File: config.mk
export PLATFORM = sky130hd
export DESIGN_NAME = apm_regs
export DESIGN_NICKNAME = d
export VERILOG_FILES = /design/src/hw/apm_sync2.v /design/src/hw/apm_pos_counter.v /design/src/hw/apm_regs.v
export VERILOG_INCLUDE_DIRS = /design/src /design/src/hw
export SDC_FILE = /design/constraint.sdc
export NUM_CORES = 1
export LEC_CHECK = 0
export BUFFER_PORTS_ARGS = -buffer_cell sky130_fd_sc_hd__buf_2
export CORE_UTILIZATION = 40
export CTS_BUF_LIST = sky130_fd_sc_hd__clkbuf_2
export DETAILED_ROUTE_END_ITERATION = 8
export PLACE_DENSITY_LB_ADDON = 0.15
export SYNTH_ARGS = -nofsm -noshare
export SYNTH_HDL_FRONTEND = slang
export SYNTH_SLANG_ARGS = --single-unit
File: constraint.sdc
create_clock -name sys_clk -period 5.8 [get_ports sys_clk]
set_input_delay 0.29 -clock sys_clk [delete_from_list [all_inputs] [get_ports sys_clk]]
set_output_delay 0.29 -clock sys_clk [all_outputs]
set_load 0.02 [all_outputs]
File: src/hw/apm_map.vh
// register selection codes, mode encodings, field positions and reset values
`ifndef APM_MAP_VH
`define APM_MAP_VH

// ***************************************************************
// register selection codes, native mode
// ***************************************************************
`define APM_SEL_SPEED     4'h6
`define APM_SEL_PRODUCT   4'h7
`define APM_SEL_POSITION  4'h8
`define APM_SEL_XSTATUS   4'h9
`define APM_SEL_PORT      4'ha

// low three code bits in the compatibility modes (top bit ignored)
`define APM_SEL3_SPEED    3'h6
`define APM_SEL3_STATPROD 3'h7
`define APM_SEL3_NONE     3'h0

// ***************************************************************
// compatibility mode encodings
// ***************************************************************
`define APM_MODE_NATIVE   2'h0
`define APM_MODE_MID      2'h1
`define APM_MODE_OLDEST   2'h2

// ***************************************************************
// read buffer field positions
// ***************************************************************
`define APM_RB_HIGH_MSB   23
`define APM_RB_HIGH_LSB   16
`define APM_RB_SPEED_LSB  8

// product information byte layout
`define APM_PI_ID_MSB     7
`define APM_PI_ID_LSB     4
`define APM_PI_VER_BIT    3
`define APM_PI_NATIVE_BIT 0

// port register layout
`define APM_PORT_OUT_MSB  3
`define APM_PORT_UB_BIT   4
`define APM_PORT_FH_BIT   5

// ***************************************************************
// reset values and limits
// ***************************************************************
`define APM_POS_RESET     24'h000000
`define APM_PORT_RESET    4'h0
`define APM_RB_RESET      24'h000000
`define APM_SPEED_MAX     16'h1fff

`endif

File: src/hw/apm_sync2.v
// two flip-flop synchroniser for pin levels
module apm_sync2 #(
   parameter WIDTH = 1
) (
   input  wire             sys_clk,
   input  wire             rstn,
   input  wire [WIDTH-1:0] async_in,
   output wire [WIDTH-1:0] sync_out
);

   reg [WIDTH-1:0] meta_q;
   reg [WIDTH-1:0] sync_q;

   // first stage feeds only the second stage
   always @(posedge sys_clk or negedge rstn) begin
      if (!rstn) begin
         meta_q <= {WIDTH{1'b0}};
         sync_q <= {WIDTH{1'b0}};
      end else begin
         meta_q <= async_in;
         sync_q <= meta_q;
      end
   end

   assign sync_out = sync_q;

endmodule // apm_sync2

File: src/hw/apm_pos_counter.v
// 24-bit current position counter with host load and origin clear
`include "apm_map.vh"

module apm_pos_counter #(
   parameter WIDTH = 24
) (
   input  wire             sys_clk,
   input  wire             rstn,
   input  wire             load,
   input  wire [WIDTH-1:0] load_value,
   input  wire             origin_clear,
   input  wire             pulse,
   input  wire             dir_minus,
   input  wire             pulse_count_inhibit,
   input  wire             count_reverse,
   output wire [WIDTH-1:0] position
);

   reg  [WIDTH-1:0] pos_q;
   reg  [WIDTH-1:0] pos_d;
   wire             count_down;

   // reverse swaps the sense of both directions
   assign count_down = dir_minus ^ count_reverse;

   // host load beats origin clear, which beats a pulse: the last
   // word software wrote must be what it reads back
   always @* begin
      pos_d = pos_q;
      if (load) begin
         pos_d = load_value;
      end else if (origin_clear) begin
         pos_d = {WIDTH{1'b0}};
      end else if (pulse && !pulse_count_inhibit) begin
         // natural modulo 2^WIDTH wrap in both directions
         if (count_down) begin
            pos_d = pos_q - {{(WIDTH-1){1'b0}}, 1'b1};
         end else begin
            pos_d = pos_q + {{(WIDTH-1){1'b0}}, 1'b1};
         end
      end
   end

   always @(posedge sys_clk or negedge rstn) begin
      if (!rstn) begin
         pos_q <= `APM_POS_RESET;
      end else begin
         pos_q <= pos_d;
      end
   end

   // raw bits: signed or unsigned reading is the host's business
   assign position = pos_q;

endmodule // apm_pos_counter

File: src/hw/apm_regs.v
// axis position, status, product, port and speed register group
`include "apm_map.vh"

module apm_regs #(
   parameter [3:0] PRODUCT_ID  = 4'h5,  // arbitrary value
   parameter       VERSION_BIT = 1'b1,  // arbitrary value
   parameter       POS_WIDTH   = 24,
   parameter       SPD_WIDTH   = 16,
   parameter       MAG_WIDTH   = 8
) (
   input  wire                 sys_clk,
   input  wire                 rstn,
   // host access
   input  wire [1:0]           compat_mode,
   input  wire [3:0]           register_select_code,
   input  wire [23:0]          write_buffer,
   input  wire                 reg_write,
   input  wire                 reg_read,
   output wire [23:0]          read_buffer,
   // pulse generator side
   input  wire                 pulse_out,
   input  wire                 dir_minus,
   input  wire                 pulse_count_inhibit,
   input  wire                 count_reverse,
   input  wire                 origin_counter_clear,
   input  wire                 origin_return_active,
   input  wire                 origin_reached,
   input  wire                 axis_running,
   input  wire [SPD_WIDTH-1:0] speed_step,
   input  wire [MAG_WIDTH-1:0] speed_magnification,
   output wire [SPD_WIDTH+MAG_WIDTH-1:0] output_speed_pps,
   output wire [POS_WIDTH-1:0] position_counter,
   // status sources
   input  wire                 xst_interrupt,
   input  wire                 xst_bit14,
   input  wire                 xst_plus_position,
   input  wire                 xst_minus_position,
   input  wire                 xst_phase_zero,
   input  wire                 xst_plus_slowdown,
   input  wire                 xst_minus_slowdown,
   input  wire                 xst_start_input,
   input  wire                 xst_stop_input,
   input  wire                 xst_origin_input,
   input  wire                 xst_plus_end_limit,
   input  wire                 xst_minus_end_limit,
   // phase / port terminals
   input  wire                 port_mode,
   input  wire [3:0]           port_input_en,
   input  wire [3:0]           phase_drive,
   input  wire [3:0]           phase_port_terminal_i,
   output wire [3:0]           phase_port_terminal_o,
   output wire [3:0]           phase_port_terminal_oe,
   input  wire                 updown_bidir_pin,
   input  wire                 full_half_pin
);

   // ***************************************************************
   // declarations
   // ***************************************************************
   wire [3:0]           term_sync;
   wire [1:0]           mode_sync;
   wire [2:0]           sel_low3;
   wire                 native;
   wire                 oldest;
   wire                 mid;
   wire                 pos_load;
   wire                 port_write;
   wire                 origin_clear;
   wire [15:0]          extended_status;
   wire [7:0]           product_information;
   wire [7:0]           port_control_monitor;
   wire [15:0]          current_speed_monitor;
   reg  [3:0]           port_out_q;
   reg  [3:0]           port_out_d;
   reg  [23:0]          rbuf_q;
   reg  [23:0]          rbuf_d;
   reg  [SPD_WIDTH-1:0] speed_q;
   reg  [SPD_WIDTH-1:0] speed_d;

   // ***************************************************************
   // pin synchronisers
   // ***************************************************************

   // terminal levels come from outside; two flops before any use
   apm_sync2 #(
      .WIDTH (4)
   ) u_term_sync (
      .sys_clk  (sys_clk),
      .rstn     (rstn),
      .async_in (phase_port_terminal_i),
      .sync_out (term_sync)
   );

   // mode terminals are pins as well
   apm_sync2 #(
      .WIDTH (2)
   ) u_mode_sync (
      .sys_clk  (sys_clk),
      .rstn     (rstn),
      .async_in ({full_half_pin, updown_bidir_pin}),
      .sync_out (mode_sync)
   );

   // ***************************************************************
   // access decode
   // ***************************************************************

   // compatibility modes see only the low three code bits
   assign sel_low3 = register_select_code[2:0];
   assign native   = (compat_mode == `APM_MODE_NATIVE);
   assign mid      = (compat_mode == `APM_MODE_MID);
   assign oldest   = (compat_mode == `APM_MODE_OLDEST);

   // writes exist in native mode only; status-type codes ignore them
   assign pos_load   = reg_write && native &&
                       (register_select_code == `APM_SEL_POSITION);
   assign port_write = reg_write && native &&
                       (register_select_code == `APM_SEL_PORT);

   // origin clear only during an origin-return run with the bit set
   assign origin_clear = origin_return_active && origin_counter_clear &&
                         origin_reached;

   // ***************************************************************
   // current position counter
   // ***************************************************************

   // full 24-bit load straight from the write buffer
   apm_pos_counter #(
      .WIDTH (POS_WIDTH)
   ) u_pos (
      .sys_clk             (sys_clk),
      .rstn                (rstn),
      .load                (pos_load),
      .load_value          (write_buffer[POS_WIDTH-1:0]),
      .origin_clear        (origin_clear),
      .pulse               (pulse_out),
      .dir_minus           (dir_minus),
      .pulse_count_inhibit (pulse_count_inhibit),
      .count_reverse       (count_reverse),
      .position            (position_counter)
   );

   // ***************************************************************
   // extended status word
   // ***************************************************************

   // phase bits show the real terminal levels, not the drive intent
   assign extended_status = {
      xst_interrupt,            // 15
      xst_bit14,                // 14
      xst_plus_position,        // 13
      xst_minus_position,       // 12
      term_sync[3],             // 11 phase 4
      term_sync[2],             // 10 phase 3
      term_sync[1],             // 9  phase 2
      term_sync[0],             // 8  phase 1
      xst_phase_zero,           // 7
      xst_plus_slowdown,        // 6
      xst_minus_slowdown,       // 5
      xst_start_input,          // 4
      xst_stop_input,           // 3
      xst_origin_input,         // 2
      xst_plus_end_limit,       // 1
      xst_minus_end_limit       // 0
   };

   // ***************************************************************
   // product information byte
   // ***************************************************************

   // bits 2 and 1 are fixed zeros
   assign product_information = {
      PRODUCT_ID,
      VERSION_BIT,
      2'b00,
      native
   };

   // ***************************************************************
   // general-purpose port register
   // ***************************************************************

   // only the four output levels are stored; bits 4-5 ignore writes
   always @* begin
      port_out_d = port_out_q;
      if (port_write) begin
         port_out_d = write_buffer[`APM_PORT_OUT_MSB:0];
      end
   end

   always @(posedge sys_clk or negedge rstn) begin
      if (!rstn) begin
         port_out_q <= `APM_PORT_RESET;
      end else begin
         port_out_q <= port_out_d;
      end
   end

   // port mode selects stored levels over the excitation sequence;
   // an input-configured terminal is never driven
   assign phase_port_terminal_o  = port_mode ? port_out_q : phase_drive;
   assign phase_port_terminal_oe = ~port_input_en;

   // reading returns terminal levels, so an input shows outside level
   assign port_control_monitor = {
      2'b00,
      mode_sync[1],
      mode_sync[0],
      term_sync
   };

   // ***************************************************************
   // current speed monitor
   // ***************************************************************

   // registered so the read sees one settled value; forced to zero
   // when stopped so a stale step never lingers after the stop
   always @* begin
      speed_d = {SPD_WIDTH{1'b0}};
      if (axis_running) begin
         if (speed_step > `APM_SPEED_MAX) begin
            speed_d = `APM_SPEED_MAX;
         end else begin
            speed_d = speed_step;
         end
      end
   end

   always @(posedge sys_clk or negedge rstn) begin
      if (!rstn) begin
         speed_q <= {SPD_WIDTH{1'b0}};
      end else begin
         speed_q <= speed_d;
      end
   end

   assign current_speed_monitor = speed_q;

   // pulse rate for the rest of the axis; product is full width
   assign output_speed_pps = speed_q * speed_magnification;

   // ***************************************************************
   // read buffer
   // ***************************************************************

   // the buffer is loaded on a read strobe and then holds, so the
   // host may fetch it at leisure; unmapped codes load zero
   always @* begin
      rbuf_d = rbuf_q;
      if (reg_read) begin
         rbuf_d = `APM_RB_RESET;
         if (native) begin
            case (register_select_code)
               `APM_SEL_POSITION: begin
                  rbuf_d = position_counter;
               end
               `APM_SEL_XSTATUS: begin
                  rbuf_d[15:0] = extended_status;
               end
               `APM_SEL_PRODUCT: begin
                  rbuf_d[`APM_RB_HIGH_MSB:`APM_RB_HIGH_LSB] =
                     product_information;
               end
               `APM_SEL_PORT: begin
                  rbuf_d[7:0] = port_control_monitor;
               end
               `APM_SEL_SPEED: begin
                  rbuf_d[`APM_RB_HIGH_MSB:`APM_RB_SPEED_LSB] =
                     current_speed_monitor;
               end
               default: begin
                  rbuf_d = `APM_RB_RESET;
               end
            endcase
         end else if (mid) begin
            case (sel_low3)
               `APM_SEL3_STATPROD: begin
                  rbuf_d = {product_information, extended_status};
               end
               `APM_SEL3_SPEED: begin
                  rbuf_d[`APM_RB_HIGH_MSB:`APM_RB_HIGH_LSB] =
                     current_speed_monitor[7:0];
               end
               default: begin
                  rbuf_d = `APM_RB_RESET;
               end
            endcase
         end else if (oldest) begin
            // any nonzero low code gives the low status byte
            if (sel_low3 != `APM_SEL3_NONE) begin
               rbuf_d[7:0] = extended_status[7:0];
            end
         end
      end
   end

   always @(posedge sys_clk or negedge rstn) begin
      if (!rstn) begin
         rbuf_q <= `APM_RB_RESET;
      end else begin
         rbuf_q <= rbuf_d;
      end
   end

   assign read_buffer = rbuf_q;

endmodule // apm_regs

==> impl_metrics.ini, run 1 <==
[clocking]
clockBufferDepth = 2
cts_tree = done
clock_latency_ns = 0.58
htreeDepth = 3
cts_made_buffers = 9
cts.sinks = 80
path_clk_slew_ns = 0.20
cts-root-buf = clkbuf_2

[timing]
fin_hold_ws_ns = 0.0710
final-hold-violation-count = 0
worst_pin_slew_ns = 1.07
rsz0062_at_grt = yes
setup_viol = 2
fmax_mhz = 168
fin_crit_sh_pct = 103
setup_slack_ns = -0.164
period_needed_ns = 5.96
fin_skew_ns = 0.0358
slew_headroom_pct = 28.4
maxSlewViolCount = 0
setup_tns_ns = -0.323

[setup_path]
path_cells = and2_1, fa_2, fa_1, inv_1, fa_1, fa_1, inv_2, ha_4, o21a_1, o31a_1, o41a_1, o41a_1, a311o_2, buf_4, a21o_2, a21oi_2, xnor2_1, buf_4
crit_required_ns = 5.51
cp_max_fo = 4
crit_type = flip-flop to primary output
crit_path_end_kind = primary output
path_common_cell = fa_1
crit_path_start_kind = flip-flop
cp_top_family = adder cells
crit_buf_inv = 4
slowest_delay_ns = 0.53
cp_slowest_cell = fa_1
critPathArrivalTime_ns = 5.67

[global_route]
grtUsageMet1_pct = 32.2
gr-usage-met3_pct = 3.94
grt_pass1_wl_um = 39500
grt_pass1_vias = 7469
top_usage_layer = met2
gr-total-overflow = 0
met2_usage_pct = 37.4
antenna_found_initial = 1
track_usage_pct = 22.9
grt_max_degree = 81

[power]
vdd.ir_drop.worst_mv = 0.309
leakage_nw = 5.30
p_total_mw = 4.56
power_per_cell_area_nw_per_um2 = 421

[floorplan]
ioPinCount = 173
die_w_um = 149
die_area_um2 = 22200
start_util_pct = 41.0
core-area_um2 = 21100
rows = 53
die_h_um = 149

[routing]
dr.first_iter.drc_count = 429
wire_per_inst_um = 16.8
wirelength_um = 25200
viasPerCell = 5.16
dr.pass1.iters = 5
ant_nets = 0
vias = 7734
drc = 0

[flow_run]
maxCapViolations = 0

[yosys]
synth_top_area_share_pct = 23.2
synth_most_common_cell = inv_1
synth_commonest_cells = inv_1 (111), and2_1 (110), nor2_1 (94)
ys_seq_elements = 80
ys_seq_area_share_pct = 23.2
yosys_warnings = 0
syn_avg_cell_area_um2 = 8.76
netlist_area_um2 = 8640
synth.area.top_cells = dfrtp_1 (23%), fa_1 (20%), ha_1 (9.6%), and2_1 (8.0%), inv_1 (4.8%)
synth-edff-count = 0
syn-instance-count = 986
yosysTopAreaCell = dfrtp_1
synth_cell_types = 54
synth_ff_type = dfrtp_1
synth-async-reset-ratio_pct = 100

[status]
violations = negative setup slack
status = finished with violations

[place]
dp_hpwl_um = 19300
postPlaceCellArea_um2 = 9850
gp_congestion = 0.845
io_buffer_count = 172

[cells_and_area]
drive_gt1_share_pct = 22.2
nNetsFinal = 1463
syn_to_final_growth_pct = 25.3
fin_area_um2 = 10800

[min_path]
hp-class = input port to flip-flop
[layout make-up]
cell class,count,area [um^2]
Clock inverter,6,108
Timing Repair Buffer,261,1680
Sequential cell,80,2010
Multi-Input combinational cell,756,6210
Fill cell,2008,10300
Inverter,111,417
Tap cell,275,344
Clock buffer,10,50.0
Antenna cell,1,2.50
[worst min-delay path, stage by stage]
cell and delay [ns]:
buf_2 0.08, a21oi_1 0.08, a21oi_1 0.14
[cells in the final DEF, fill, tap and decap left out, types with 22 or more instances in the layout]
cell type and instances:
a21oi_1 74, a22oi_1 24, and2_1 108, buf_2 168
buf_4 37, dfrtp_1 72, dlygate4sd3_1 54, fa_1 82
ha_1 58, inv_1 107, nand2_1 64, nor2_1 94
o21a_1 22, o21ai_0 42, xnor2_1 25
[power breakdown]
part           leakage [nW]  switching [mW]  internal [mW]
sequential            0.954           0.167          0.660
clock                0.0935           0.204          0.186
combinational          4.26            1.91           1.43
[path summary, 6_finish.rpt]
kind / end / cells after the start / slack, ns / start
max in group asynchronous: current_speed_monitor[7] / 2 / 4.64 / rstn
worst min register to register: u_term_sync.sync_out[0] / 0 / 0.37 / u_term_sync.meta_q[0]
worst max-delay path: output_speed_pps[21] / 18 / -0.16 / current_speed_monitor[1]
worst min-delay path: read_buffer[13] / 3 / 0.07 / xst_plus_position
worst max register to register: u_pos.position[22] / 9 / 2.88 / u_pos.position[7]
min in group asynchronous: u_term_sync.meta_q[2] / 2 / 0.43 / rstn
[registers in the layout, summed over array words and instances, names as in the netlist]
register and flops:
u_term_sync.meta_q 4, u_mode_sync.sync_out 2, u_pos.position 24, read_buffer 24, u_mode_sync.meta_q 2, u_term_sync.sync_out 4
current_speed_monitor 16, port_out_q 4
[stage by stage]
stage	worst slack, ns	cells	utilization, %
floorplan	0.439	988	-
global placement	0.186	1413	46.7
detailed placement	0.115	1413	46.7
CTS	-0.210	1497	51.0
global route	-0.398	1500	51.3
finish	-0.164	1500	51.3
[layer usage]
metal  vias to the layer above  wire length (um)  share of wire [%]
li1                       3739                 -                  -
met4                         0               267                1.1
met1                      3750             11600                 46
met5                         -                 0                  0
met2                       224             12000                 48
met3                        21              1280                5.1
[timing repair]
action | 4_1_cts | 5_1_grt
hold endpoints to repair | 137 | 0
pin swaps | 20 | 5
endpoints found under the setup margin | 4 | 5
setup buffers | 14 | 2
hold buffers | 54 | 0
resized for setup | 22 | 17
[cell families (layout without fill, tap and decap cells)]
family | after synthesis | after routing | share of synthesized area, %
flip-flops | 80 | 80 | 23.2
AND/OR/NAND/NOR | 321 | 321 | 18.6
adder cells (fa/ha/maj) | 151 | 151 | 29.3
XOR/XNOR | 38 | 38 | 3.85
multiplexers | 9 | 9 | 1.16
buffers and inverters | 152 | 388 | 6.62
other | 1 | 4 | 0.0434
AO/OA/AOI/OAI | 234 | 234 | 17.3
No activity file was read; power rests on OpenSTA's default activity.
==> inputs of run 2 (changes only) <==
- PLACE_DENSITY_LB_ADDON: 0.15 -> default
==> run 2 against run 1 <==
The run still ends with negative setup slack left. Maximum frequency is 1.5% lower. Routed wire length is 0.53% lower. Sequential cell count stayed put. Largest power group unchanged. Final cell count is 0.80% higher. Register-to-register slack worse by 0.02 ns. Hold slack worse by 0.055 ns. Sequential share of layout area is 0.25 points lower. Sequential power hardly changed. Critical endpoint is now output_speed_pps[23].
==> impl_metrics.ini, run 2 (synthesis gave the netlist of run 1 again) <==
[global_route]
grt_max_degree = 81
antenna_found_initial = 2
grt_pass1_wl_um = 40600
gr-total-overflow = 0
grt_pass1_vias = 7889
track_usage_pct = 23.4

[clocking]
cts-root-buf = clkbuf_2
clockBufferDepth = 2
cts_made_buffers = 9
cts.sinks = 80
htreeDepth = 3
clock_latency_ns = 0.59
path_clk_slew_ns = 0.24
cts_tree = done

[floorplan]
die_w_um = 149
ioPinCount = 173
die_h_um = 149
start_util_pct = 41.0
die_area_um2 = 22200
rows = 53
core-area_um2 = 21100

[timing]
worst_pin_slew_ns = 1.01
fin_hold_ws_ns = 0.0164
fmax_mhz = 165
maxSlewViolCount = 0
setup_tns_ns = -0.464
setup_slack_ns = -0.258
fin_skew_ns = 0.0236
slew_headroom_pct = 32.6
setup_viol = 2
period_needed_ns = 6.06
fin_crit_sh_pct = 104
rsz0062_at_grt = yes
final-hold-violation-count = 0

[routing]
dr.first_iter.drc_count = 343
wirelength_um = 25000
viasPerCell = 5.15
wire_per_inst_um = 16.5
ant_nets = 0
drc = 0
dr.pass1.iters = 5
vias = 7790

[flow_run]
maxCapViolations = 0

[cells_and_area]
layout_common_cells = buf_2 (167), and2_1 (105), inv_1 (104)
drive_gt1_share_pct = 23.7
syn_to_final_growth_pct = 27.0
final_common_cell = buf_2
finalNonFillerCells = 1512
fin_area_um2 = 11000
nNetsFinal = 1474

[power]
switching_share_pct = 50.7
power_frac_clock_pct = 7.1
p_int_mw = 2.30
leakage_nw = 5.34
power_per_cell_area_nw_per_um2 = 425
power.share.sequential_pct = 17.7
p_switching_mw = 2.36
power_frac_comb_pct = 75.2
vdd.ir_drop.worst_mv = 0.258

[setup_path]
worstRegToRegCells = 9
crit_path_start_kind = flip-flop
critPathArrivalTime_ns = 5.77
crit_required_ns = 5.51
crit_type = flip-flop to primary output
crit_path_end_kind = primary output
cp_max_fo = 5

[place]
postPlaceCellArea_um2 = 9860
post-place-cells = 1415
gp_congestion = 0.840
dp_hpwl_um = 19300
io_buffer_count = 172

[min_path]
whs_path_depth = 3
hp-class = input port to flip-flop

[status]
violations = negative setup slack
status = finished with violations
[run 2: worst paths after layout]
path,from,endpoint,slack (ns)
worst max register to register,u_pos.position[7],u_pos.position[22],2.86
worst min register to register,u_term_sync.meta_q[2],u_term_sync.sync_out[2],0.38
worst min-delay path,write_buffer[19],u_pos.position[19],0.02
worst max-delay path,current_speed_monitor[3],output_speed_pps[23],-0.26
min in group asynchronous,rstn,read_buffer[1],0.37
max in group asynchronous,rstn,current_speed_monitor[11],4.73
[run 2: layout make-up]
type | instances | area [um^2]
inverters | 111 | 417
well taps | 275 | 344
clock inverters | 7 | 78.8
diodes | 2 | 5.00
clock buffers | 9 | 45.0
flip-flops and latches | 80 | 2010
multi-input cells | 756 | 6280
repair buffers | 272 | 1790
fillers | 2060 | 10100
[run 2: repair_timing]
| item | CTS | global route |
|---|---|---|
| gates resized for setup | 28 | 33 |
| pin swaps | 18 | 14 |
| gates cloned | 0 | 0 |
| setup endpoints to repair | 4 | 6 |
| buffers inserted | 12 | 11 |
| endpoints found under the hold margin | 136 | 0 |
| hold buffers | 56 | 0 |
[run 2: power groups by stage]
stage / Sequential [mW] / Combinational (mW) / Clock (mW)
3_3_place_gp: 0.830 / 3.08 / 0
3_5_place_dp: 0.829 / 3.10 / 0
4_1_cts: 0.818 / 3.28 / 0.343
2_1_floorplan: 0.867 / 2.20 / 0
6_report: 0.824 / 3.50 / 0.332
5_1_grt: 0.837 / 3.88 / 0.367
[run 2: critical path: stages (launching register included)]
cell,delay (ns)
dfrtp_2,0.52
buf_6,0.14
and2_1,0.15
fa_1,0.50
fa_1,0.44
fa_1,0.49
inv_1,0.05
fa_1,0.49
inv_2,0.05
ha_4,0.21
buf_6,0.12
o211a_1,0.12
o21a_1,0.16
o41a_1,0.14
o41a_1,0.38
a311o_2,0.43
a221o_1,0.33
a21oi_2,0.16
xnor2_1,0.13
buf_4,0.16
[run 2: layer usage]
metal / vias to the layer above / routed length (um) / part of all wire [%] / global-route usage, %
li1: 3767 / - / - / -
met1: 3815 / 11300 / 45 / 32.0
met2: 178 / 12200 / 49 / 39.4
met3: 30 / 1010 / 4.0 / 2.08
met4: 0 / 533 / 2.1 / 6.43
met5: - / 0 / 0 / 0
[run 2: per-stage QoR]
step	power [mW]	setup slack, ns	utilization [%]
4_1_cts	4.44	-0.271	51.1
2_1_floorplan	3.06	0.439	-
5_1_grt	5.09	-0.444	52.0
3_5_place_dp	3.92	0.0594	46.8
3_3_place_gp	3.92	0.146	46.8
6_report	4.66	-0.258	52.0
